## src/cshu_cfg.svh

```systemverilog
// register map, reset values and scaling constants of the chroma adjust stage
`ifndef CSHU_CFG_SVH
`define CSHU_CFG_SVH

// address decode width and register byte offsets
`define CSHU_ADDR_W         12
`define CSHU_OFF_CTRL_EVEN  12'h02C
`define CSHU_OFF_CTRL_ODD   12'h0AC
`define CSHU_OFF_U_LOW      12'h034
`define CSHU_OFF_V_LOW      12'h038
`define CSHU_OFF_HUE        12'h03C
`define CSHU_OFF_STATUS     12'h0B0

// reset values
`define CSHU_RST_CTRL       8'h20
`define CSHU_RST_U_LOW      8'hFE
`define CSHU_RST_V_LOW      8'hB4
`define CSHU_RST_HUE        8'h00

// control register field positions
`define CSHU_BIT_U_TOP      1
`define CSHU_BIT_V_TOP      0

// status register field positions
`define CSHU_BIT_ST_FIELD   0
`define CSHU_BIT_ST_U_CLIP  1
`define CSHU_BIT_ST_V_CLIP  2

// gain scaling: out = in * gain * recip / 2**shift
`define CSHU_GAIN_W         9
`define CSHU_RECIP_W        10
`define CSHU_RECIP_SHIFT    16
`define CSHU_RECIP_U        10'h102
`define CSHU_RECIP_V        10'h16C
`define CSHU_U_UNITY        9'h0FE
`define CSHU_V_UNITY        9'h0B4
`define CSHU_GAIN_ZERO      9'h000

// hue: 512 steps per turn, one step per code
`define CSHU_HUE_W          8
`define CSHU_HUE_TURN_LOG2  9
`define CSHU_HUE_NEG_QUART  8'h80

`endif

```

## src/cshu_pkg.sv

```systemverilog
// types shared by the chroma saturation and hue adjust stage
`default_nettype none
package cshu_pkg;

    // ahb data phase kind, one-hot
    typedef enum logic [2:0] {
        DP_NONE  = 3'b001,
        DP_WRITE = 3'b010,
        DP_READ  = 3'b100
    } cshu_dphase_t;

    // register select, one-hot
    typedef enum logic [6:0] {
        SEL_NONE   = 7'b000_0001,
        SEL_CTRL_E = 7'b000_0010,
        SEL_CTRL_O = 7'b000_0100,
        SEL_U_LOW  = 7'b000_1000,
        SEL_V_LOW  = 7'b001_0000,
        SEL_HUE    = 7'b010_0000,
        SEL_STATUS = 7'b100_0000
    } cshu_sel_t;

endpackage : cshu_pkg
`default_nettype wire

```

## src/cshu_chroma_adj.sv

```systemverilog
// chroma saturation gain and hue phase offset with ahb-lite registers
// How it works
// - u gain low byte resets to 0xFE, unity with top bit clear
// - u gain is nine bits: control top bit over the low byte
// - u output is input times gain over 254, zero gain gives zero
// - v gain low byte resets to 0xB4, unity with top bit clear
// - v gain is nine bits: control top bit over the low byte
// - v output is input times gain over 180, zero gain gives zero
// - signed hue byte is added to the demodulating subcarrier phase
// - hue register resets to zero, no phase offset
// - hue has 256 steps of about 0.7 degrees, 0x80 is minus 90
// - u gain top bit is control bit 1, reset zero
// - v gain top bit is control bit 0, reset zero
// - even and odd control registers, chosen by current field
//
// Local design decision: the AHB-Lite interface to the registers.
`timescale 1ns/1ps
`default_nettype none
`include "cshu_cfg.svh"

module cshu_chroma_adj #(
    parameter int CW = 8,
    parameter int PW = 16
) (
    // clock and reset
    input  wire logic                 REF_CLK_I,
    input  wire logic                 ARST_N_I,
    // ahb-lite slave
    input  wire logic                 HSEL_I,
    input  wire logic [31:0]          HADDR_I,
    input  wire logic [1:0]           HTRANS_I,
    input  wire logic                 HWRITE_I,
    input  wire logic [2:0]           HSIZE_I,
    input  wire logic [31:0]          HWDATA_I,
    input  wire logic                 HREADY_I,
    output logic      [31:0]          HRDATA_O,
    output logic                      HREADYOUT_O,
    output logic                      HRESP_O,
    // chroma stream in
    input  wire logic                 CHROMA_VALID_I,
    input  wire logic signed [CW-1:0] U_I,
    input  wire logic signed [CW-1:0] V_I,
    input  wire logic                 FIELD_ODD_I,
    input  wire logic [PW-1:0]        PHASE_I,
    // chroma stream out
    output logic                      CHROMA_VALID_O,
    output logic signed [CW-1:0]      U_O,
    output logic signed [CW-1:0]      V_O,
    output logic [PW-1:0]             PHASE_O
);

    localparam int PROD_W = CW + `CSHU_GAIN_W + `CSHU_RECIP_W + 2;
    if (CW < 2 || CW > 16 || PW < `CSHU_HUE_TURN_LOG2)
    begin : g_bad_par
        $error("CW must lie in 2..16 and PW must hold the hue steps");
    end

    function automatic cshu_pkg::cshu_sel_t cshu_decode(input logic [31:0] addr);
        logic [`CSHU_ADDR_W-1:0] a;
        a = addr[`CSHU_ADDR_W-1:0];
        if (a == `CSHU_OFF_CTRL_EVEN)
            cshu_decode = cshu_pkg::SEL_CTRL_E;
        else if (a == `CSHU_OFF_CTRL_ODD)
            cshu_decode = cshu_pkg::SEL_CTRL_O;
        else if (a == `CSHU_OFF_U_LOW)
            cshu_decode = cshu_pkg::SEL_U_LOW;
        else if (a == `CSHU_OFF_V_LOW)
            cshu_decode = cshu_pkg::SEL_V_LOW;
        else if (a == `CSHU_OFF_HUE)
            cshu_decode = cshu_pkg::SEL_HUE;
        else if (a == `CSHU_OFF_STATUS)
            cshu_decode = cshu_pkg::SEL_STATUS;
        else
            cshu_decode = cshu_pkg::SEL_NONE;
    endfunction : cshu_decode

    // register state
    cshu_pkg::cshu_dphase_t   dphase, next_dphase;
    cshu_pkg::cshu_sel_t      dsel, next_dsel;
    logic [7:0]               ctrl_even, next_ctrl_even;
    logic [7:0]               ctrl_odd, next_ctrl_odd;
    logic [7:0]               u_gain_low_byte, next_u_gain_low_byte;
    logic [7:0]               v_gain_low_byte, next_v_gain_low_byte;
    logic [7:0]               hue_phase_offset, next_hue_phase_offset;
    logic                     u_clip_seen, next_u_clip_seen;
    logic                     v_clip_seen, next_v_clip_seen;
    logic [31:0]              rdata, next_rdata;
    // stream state
    logic                     valid_q, next_valid_q;
    logic signed [CW-1:0]     u_q, next_u_q;
    logic signed [CW-1:0]     v_q, next_v_q;
    logic [PW-1:0]            phase_q, next_phase_q;
    // datapath
    logic [7:0]               ctrl_cur;
    logic [`CSHU_GAIN_W-1:0]  u_gain_full, v_gain_full;
    logic [`CSHU_GAIN_W-1:0]  gain_full  [2];
    logic [`CSHU_RECIP_W-1:0] recip      [2];
    logic signed [CW-1:0]     chroma_in  [2];
    logic signed [CW-1:0]     scaled     [2];
    logic                     clipped    [2];
    logic [PW-1:0]            hue_step;
    logic                     addr_take, wr_now;

    assign ctrl_cur = FIELD_ODD_I ? ctrl_odd : ctrl_even;
    assign u_gain_full = {ctrl_cur[`CSHU_BIT_U_TOP], u_gain_low_byte};
    assign v_gain_full = {ctrl_cur[`CSHU_BIT_V_TOP], v_gain_low_byte};
    assign gain_full = '{u_gain_full, v_gain_full};
    assign recip     = '{`CSHU_RECIP_U, `CSHU_RECIP_V};
    assign chroma_in = '{U_I, V_I};

    // reciprocal multiply avoids a divider; near the true quotient, exact at unity gain for 8-bit chroma
    for (genvar c = 0; c < 2; c++)
    begin : g_ch
        localparam logic signed [PROD_W-1:0] CMAX = PROD_W'((1 << (CW - 1)) - 1);
        localparam logic signed [PROD_W-1:0] CMIN = PROD_W'(-(1 << (CW - 1)));
        localparam logic signed [PROD_W-1:0] HALF = PROD_W'(1 << (`CSHU_RECIP_SHIFT - 1));
        logic signed [PROD_W-1:0] prod;
        logic signed [PROD_W-1:0] rnd;
        logic                     hi;
        logic                     lo;
        assign prod = PROD_W'(chroma_in[c])
                      * PROD_W'($signed({1'b0, gain_full[c]}))
                      * PROD_W'($signed({1'b0, recip[c]}));
        assign rnd = (prod + HALF) >>> `CSHU_RECIP_SHIFT;
        assign hi = rnd > CMAX;
        assign lo = rnd < CMIN;
        assign scaled[c]  = hi ? CMAX[CW-1:0] : (lo ? CMIN[CW-1:0] : rnd[CW-1:0]);
        assign clipped[c] = hi | lo;
    end

    // signed hue, 512 steps per turn
    assign hue_step = PW'({{(PW - `CSHU_HUE_W){hue_phase_offset[`CSHU_HUE_W-1]}},
                          hue_phase_offset}) << (PW - `CSHU_HUE_TURN_LOG2);
    assign addr_take = HSEL_I && HTRANS_I[1] && HREADY_I;
    assign wr_now    = (dphase == cshu_pkg::DP_WRITE);

    always_comb
    begin
        next_dphase           = cshu_pkg::DP_NONE;
        next_dsel             = cshu_pkg::SEL_NONE;
        next_ctrl_even        = ctrl_even;
        next_ctrl_odd         = ctrl_odd;
        next_u_gain_low_byte  = u_gain_low_byte;
        next_v_gain_low_byte  = v_gain_low_byte;
        next_hue_phase_offset = hue_phase_offset;
        next_u_clip_seen      = u_clip_seen;
        next_v_clip_seen      = v_clip_seen;
        next_rdata            = rdata;
        if (addr_take)
        begin
            next_dphase = HWRITE_I ? cshu_pkg::DP_WRITE : cshu_pkg::DP_READ;
            next_dsel   = cshu_decode(HADDR_I);
        end
        if (wr_now)
        begin
            case (dsel)
                cshu_pkg::SEL_CTRL_E: next_ctrl_even = HWDATA_I[7:0];
                cshu_pkg::SEL_CTRL_O: next_ctrl_odd = HWDATA_I[7:0];
                cshu_pkg::SEL_U_LOW:  next_u_gain_low_byte = HWDATA_I[7:0];
                cshu_pkg::SEL_V_LOW:  next_v_gain_low_byte = HWDATA_I[7:0];
                cshu_pkg::SEL_HUE:    next_hue_phase_offset = HWDATA_I[7:0];
                cshu_pkg::SEL_STATUS:
                begin
                    next_u_clip_seen = u_clip_seen & ~HWDATA_I[`CSHU_BIT_ST_U_CLIP];
                    next_v_clip_seen = v_clip_seen & ~HWDATA_I[`CSHU_BIT_ST_V_CLIP];
                end
                default: ;
            endcase
        end
        // new clip after the clear so an event in the clear cycle survives
        if (CHROMA_VALID_I && clipped[0])
            next_u_clip_seen = 1'b1;
        if (CHROMA_VALID_I && clipped[1])
            next_v_clip_seen = 1'b1;
        // read data from next values so a write just before is seen
        if (addr_take && !HWRITE_I)
        begin
            next_rdata = 32'h0000_0000;
            case (cshu_decode(HADDR_I))
                cshu_pkg::SEL_CTRL_E: next_rdata[7:0] = next_ctrl_even;
                cshu_pkg::SEL_CTRL_O: next_rdata[7:0] = next_ctrl_odd;
                cshu_pkg::SEL_U_LOW:  next_rdata[7:0] = next_u_gain_low_byte;
                cshu_pkg::SEL_V_LOW:  next_rdata[7:0] = next_v_gain_low_byte;
                cshu_pkg::SEL_HUE:    next_rdata[7:0] = next_hue_phase_offset;
                cshu_pkg::SEL_STATUS:
                begin
                    next_rdata[`CSHU_BIT_ST_FIELD]  = FIELD_ODD_I;
                    next_rdata[`CSHU_BIT_ST_U_CLIP] = next_u_clip_seen;
                    next_rdata[`CSHU_BIT_ST_V_CLIP] = next_v_clip_seen;
                end
                default: ;
            endcase
        end
    end

    always_ff @(posedge REF_CLK_I or negedge ARST_N_I)
    begin
        if (!ARST_N_I)
        begin
            dphase           <= cshu_pkg::DP_NONE;
            dsel             <= cshu_pkg::SEL_NONE;
            ctrl_even        <= `CSHU_RST_CTRL;
            ctrl_odd         <= `CSHU_RST_CTRL;
            u_gain_low_byte  <= `CSHU_RST_U_LOW;
            v_gain_low_byte  <= `CSHU_RST_V_LOW;
            hue_phase_offset <= `CSHU_RST_HUE;
            u_clip_seen      <= 1'b0;
            v_clip_seen      <= 1'b0;
            rdata            <= 32'h0000_0000;
        end
        else
        begin
            dphase           <= next_dphase;
            dsel             <= next_dsel;
            ctrl_even        <= next_ctrl_even;
            ctrl_odd         <= next_ctrl_odd;
            u_gain_low_byte  <= next_u_gain_low_byte;
            v_gain_low_byte  <= next_v_gain_low_byte;
            hue_phase_offset <= next_hue_phase_offset;
            u_clip_seen      <= next_u_clip_seen;
            v_clip_seen      <= next_v_clip_seen;
            rdata            <= next_rdata;
        end
    end

    always_comb
    begin
        next_valid_q = CHROMA_VALID_I;
        next_u_q     = CHROMA_VALID_I ? scaled[0] : u_q;
        next_v_q     = CHROMA_VALID_I ? scaled[1] : v_q;
        next_phase_q = PHASE_I + hue_step;
    end

    always_ff @(posedge REF_CLK_I or negedge ARST_N_I)
    begin
        if (!ARST_N_I)
        begin
            valid_q <= 1'b0;
            u_q     <= '0;
            v_q     <= '0;
            phase_q <= '0;
        end
        else
        begin
            valid_q <= next_valid_q;
            u_q     <= next_u_q;
            v_q     <= next_v_q;
            phase_q <= next_phase_q;
        end
    end

    // zero-wait slave, always okay
    assign HREADYOUT_O    = 1'b1;
    assign HRESP_O        = 1'b0;
    assign HRDATA_O       = rdata;
    assign CHROMA_VALID_O = valid_q;
    assign U_O            = u_q;
    assign V_O            = v_q;
    assign PHASE_O        = phase_q;

    logic first_q;
    always_ff @(posedge REF_CLK_I or negedge ARST_N_I)
    begin
        if (!ARST_N_I)
            first_q <= 1'b0;
        else
            first_q <= 1'b1;
    end
endmodule : cshu_chroma_adj
`default_nettype wire

```

## config.mk

```make
export PLATFORM = sky130hd
export DESIGN_NAME = cshu_chroma_adj
export DESIGN_NICKNAME = d
export VERILOG_FILES = /design/src/cshu_pkg.sv /design/src/cshu_chroma_adj.sv
export VERILOG_INCLUDE_DIRS = /design/src
export SDC_FILE = /design/constraint.sdc
export NUM_CORES = 1
export LEC_CHECK = 0
export ABC_AREA = 1
export BUFFER_PORTS_ARGS = -buffer_cell sky130_fd_sc_hd__buf_2
export CAP_MARGIN = 10
export CORE_UTILIZATION = 46
export DETAILED_ROUTE_END_ITERATION = 6
export GPL_ROUTABILITY_DRIVEN = 0
export MAX_ROUTING_LAYER = met4
export PLACE_DENSITY = 0.73
export SYNTH_ARGS = -nofsm -noshare
export SYNTH_HDL_FRONTEND = slang
export SYNTH_SLANG_ARGS = --single-unit
export TNS_END_PERCENT = 1
```

## constraint.sdc

```tcl
create_clock -name REF_CLK_I -period 22.4 [get_ports REF_CLK_I]
set_clock_uncertainty 0.2 [all_clocks]
set_input_delay 4.48 -clock REF_CLK_I [delete_from_list [all_inputs] [get_ports REF_CLK_I]]
set_output_delay 4.48 -clock REF_CLK_I [all_outputs]
set_load 0.02 [all_outputs]
```

Yosys cells after proc, flatten, opt, wreduce, memory -nomap -nowiden
Index checks and enable logic that the tools add are counted.

Reductions and logical operators: 6. Bitwise operators: 6. $lt $le $gt $ge: 4. Equal/unequal tests: 19. $mul: 4. Mux-type cells: 33. Add/subtract/negate cells: 3.

Operators by type and width (number): two-way mux 8 bit (14); adder 28 x 17 -> 29 bit (second input constant) (2); two-way mux 7 bit (8); equality test 12 x 6 -> 1 bit (second input constant) (4); multiplier 8 x 10 -> 18 bit (2); multiplier 18 x 9 -> 27 bit (second input constant) (1); greater-than comparator 13 x 8 -> 1 bit (second input constant) (2); < comparator 13 x 8 -> 1 bit (second input constant) (2); multiplier 18 x 8 -> 26 bit (second input constant) (1); one-hot mux 5 bit (5 select lines) (1); equality test 12 x 8 -> 1 bit (second input constant) (2); one-hot mux 3 bit (6 select lines) (1); adder 16 bit (1); equality test 7 x 2 -> 1 bit (second input constant) (2); equality test 7 x 3 -> 1 bit (second input constant) (2); equality test 7 x 4 -> 1 bit (second input constant) (2); equality test 7 x 5 -> 1 bit (second input constant) (2); equality test 7 x 6 -> 1 bit (second input constant) (2); equality test 7 bit (second input constant) (2); two-way mux 1 bit (6); two-way mux 3 bit (2); logical AND 1 bit (5); equality test 3 x 2 -> 1 bit (second input constant) (1); bitwise AND 1 bit (2); 4 further kinds (6).

Output and inout bits: 67. Word-level logic and storage cells: 89. Input port bits: 108. Bits in registers: 93.

Longest topological paths before layout
Depth after elaboration: 10. Gate-level depth with buffers: 53. Mapped depth without buffers: 52.

Worst setup path before layout
Ideal clock, no wire load.

Path type: input port to flip-flop. From: input V_I[7]. To: register rdata[2] (netlist: HRDATA_O[2]). Cell stages on the path: 45. Slack: 9701 ps. Required time: 22083 ps. Data arrival time: 12382 ps. Library setup time: 117 ps. Buffers on the path: 0. Path through: clkinv_1 > or2_2 > fa_1 > fa_1 > inv_1 > fa_1 > inv_1 > fa_1 > inv_1 > ha_1 > nand3_1 > nand2_1 > nand2_1 > nand2_1 > a21oi_1 > xnor2_1 > ha_1 > ha_1 > (+9 left out) > nand3_1 > xor2_2 > ha_1 > inv_1 > nor2_2 > nand4_1 > nand2_1 > nand3_1 > nor2_1 > nand3_2 > nand2_2 > nand2_1 > nand2_1 > nand2_1 > nand2_1 > nand2_1 > nand2_1 > nand2_1.

Word-level cells in the longest chain between the ends: 8. Elaborated cells between the ends (all ways): 9. Those cells by class: 1 x add/sub; 2 x mul; 2 x order compare; 2 x mux; 1 x bitwise; 1 x reduce/logical.

Ends and longest elaborated chain: start: declaration (line cshu_chroma_adj.sv:42) `input wire logic signed [CW-1:0] V_I,`; multiplier 8 x 10 -> 18 bit (*) (line cshu_chroma_adj.sv:122) `* PROD_W'($signed({1'b0, gain_full[c]}))`; multiplier 18 x 8 -> 26 bit (*) (line cshu_chroma_adj.sv:123) `* PROD_W'($signed({1'b0, recip[c]}));`; adder 28 x 17 -> 29 bit (*) (line cshu_chroma_adj.sv:124) `` assign rnd = (prod + HALF) >>> `CSHU_RECIP_SHIFT; ``; greater-than comparator 13 x 8 -> 1 bit or < comparator 13 x 8 -> 1 bit (tied branches) (line cshu_chroma_adj.sv:125, cshu_chroma_adj.sv:126); bitwise OR 1 bit (*) (line cshu_chroma_adj.sv:128) `assign clipped[c] = hi | lo;`; logical AND 1 bit (*) (line cshu_chroma_adj.sv:173) `if (CHROMA_VALID_I && clipped[1])`; two-way mux 1 bit (*) (line cshu_chroma_adj.sv:173); net next_v_clip_seen (line cshu_chroma_adj.sv:86) `logic v_clip_seen, next_v_clip_seen;`; one-hot mux 3 bit (6 select lines) (*) (line cshu_chroma_adj.sv:179) `case (cshu_decode(HADDR_I))`; end signal: assignment (line cshu_chroma_adj.sv:222) `rdata <= next_rdata;`; end: declaration (line cshu_chroma_adj.sv:87) `logic [31:0] rdata, next_rdata;`.

The timed path passes the listed nets; every way through them passes the cells marked *. A chain may end at the register's enable or synchronous reset.

Final worst setup path
Same ends and word-level chain as after synthesis.

==> qor.txt <==
failing checks: design-rule violations
FF/Latch Area: 0.00235 mm^2
pre-CTS WS: 8450 ps
crit end category: flip-flop
simple-gate share of the synthesized area: 0.220
Slew @ Worst Pin: 1060 ps
post-placement cell count: 2380
number of flops mapped to enable cells by yosys: 0
later-pin clock latency in the skew report: 360 ps
Seq cells post-synth: 93
Setup WS post-layout: 8810 ps
sequential fraction of the synthesis area: 0.163
Worst EP required: 22440 ps
synthesized cell area: 0.0144 mm^2
RSZ-0062 raised after global routing: no
outcome: finished, violations left
asr flop ratio synth: 1.00
IO Port Bufs: 100
Synth cell types: 48
Clock transition at path regs: 70 ps
Global Route Usage Sum: 0.211
number of H-tree levels: 3
setup TNS: 0 ps
worst hold path type: flip-flop to flip-flop
min Tclk post-route: 13590 ps
Synth Area in Compound Gates: 0.0828
CP max-delay cell: xnor2_1
maximum buffer depth of the clock tree: 2
Fillers: 2972
syn_area_per_cell: 7.49 um^2
type of origin of the critical path: input port
global route overflow: 0
Routed WL: 31500 um
setup violators final: 0
Slew headroom: 0.293
core box area: 0.0307 mm^2
total CTS buffers: 9
DR pass1 iterations: 7
post-DR vias/cell: 4.97
Fin. Hold Viols: 0
crit path DAT: 13640 ps
Clock Root Buffer: clkbuf_16
overall die width: 179 um
Max Cap Viol: 0
drt drc: 9
Initial DRC Count: 582
main combinational cell family by area after synthesis: adder cells
max incr delay on CP: 650 ps
hold_ws: 276 ps
CP Class: input port to flip-flop
footprint of the multi-input gates: 0.0100 mm^2
Final Slew Violations: 0
die height: 179 um
DR WL/cell: 13.1 um
CP max FO: 9
largest net degree at the start of global routing: 78
commonest non-fill, non-tap cell in the layout: inv_1
Initial Util: 0.470
share of layout cells above drive strength 1: 0.115
clock sinks: 93
first-pass GRT wire length: 53200 um
dpl hpwl: 26500 um
CTS resizes: 0
post-synthesis mux area share: 0
# hold bufs at CTS: 0
Post-Synth XOR/XNOR Area: 0.0301
Crit path top cell by count: nand2_1
Post-Synthesis Cells: 1923
area share of the largest cell type after synthesis: 0.181
via count: 11900
final period utilization: 0.607
vias in the first global route: 11600
most frequent cells in the layout: inv_1 (457), nand2_1 (395), ha_1 (203)
Post-CTS Setup Bufs: 0
Area contributors post-synth: fa_1 (18%), ha_1 (18%), dfrtp_1 (14%)
CTS tree: yes
Die ar.: 0.0320 mm^2
f_max: 73.6 MHz
adder-cell area share of the yosys netlist: 0.357
nets: 2436
filler-free cell count of the finished design: 2397
Most used DFF post-synth: dfrtp_1
I/O Pins: 175
area delta synth->final: 7.34%
Final ANT Viol Nets: 0
Syn. warnings: 0
Synth area leader: fa_1
initial antenna violation count: 0
Cell Rows: 64
==> stage by stage <==
| stage | instance area [um^2] | utilization |
|---|---|---|
| floorplan | 14500 | - |
| global placement | 15100 | 0.494 |
| detailed placement | 15100 | 0.494 |
| CTS | 15500 | 0.504 |
| global route | 15500 | 0.504 |
| finish | 15500 | 0.504 |
==> cell type report <==
type | instances | share of cell area
antenna | 1 | 0.000162
clock buffer | 9 | 0.0146
clock inverter | 7 | 0.00575
inverter | 468 | 0.114
multi-input combinational | 1322 | 0.649
sequential | 93 | 0.152
tap | 396 | 0.0320
timing repair buffer | 101 | 0.0330
==> cell usage after synthesis (13+ instances only) <==
cell type,number
xor2_1,30
clkbuf_1,35
buf_4,28
o21ai_0,59
a21oi_1,81
nand4_1,22
fa_1,130
xnor2_1,14
dfstp_2,15
or2_2,13
dfrtp_1,78
ha_1,203
nand2_2,33
nand2_1,395
nand3_2,13
inv_1,457
nand3_1,68
nor2_1,124
==> worst paths after layout <==
check	from	end	slack, ps	cells past startpoint
setup / recovery	V_I[7]	HRDATA_O[2]	8810	46
hold / removal	ctrl_even[7]	ctrl_even[7]	280	2
setup reg to reg	v_gain_low_byte[0]	HRDATA_O[2]	12830	44
hold reg to reg	ctrl_even[7]	ctrl_even[7]	280	2
max in group asynchronous	ARST_N_I	U_O[3]	17010	2
min in group asynchronous	ARST_N_I	PHASE_O[4]	3770	1
==> sequential cells by signal (all words and copies together), names as in the netlist, 3 cells and up <==
register / flops
HRDATA_O: 8
ctrl_odd: 8
u_gain_low_byte: 8
V_O: 8
U_O: 8
ctrl_even: 8
dphase: 3
v_gain_low_byte: 8
hue_phase_offset: 8
PHASE_O: 16
dsel: 7
==> cells by family after synthesis <==
| group | after synthesis |
|---|---|
| compound gates | 201 |
| xor+xnor | 47 |
| fa+ha+maj | 333 |
| buf+inv | 532 |
| flops | 93 |
| other cells | 2 |
| simple gates | 715 |
==> metal layers <==
metal | track usage | share of wire
met1 | 0.268 | 0.45
met2 | 0.364 | 0.50
met3 | 0.0155 | 0.026
met4 | 0.0537 | 0.015
met5 | - | 0
==> worst max-delay path, delay by kind of cell <==
family,cells,cell delay [ps]
buf+inv,8,720
simple gates,24,2630
compound gates,1,70
fa+ha+maj,11,4860
xor+xnor,2,850
Power is not shown: default switching activity piles up to over one toggle a cycle in this logic, so the estimate is an artifact.
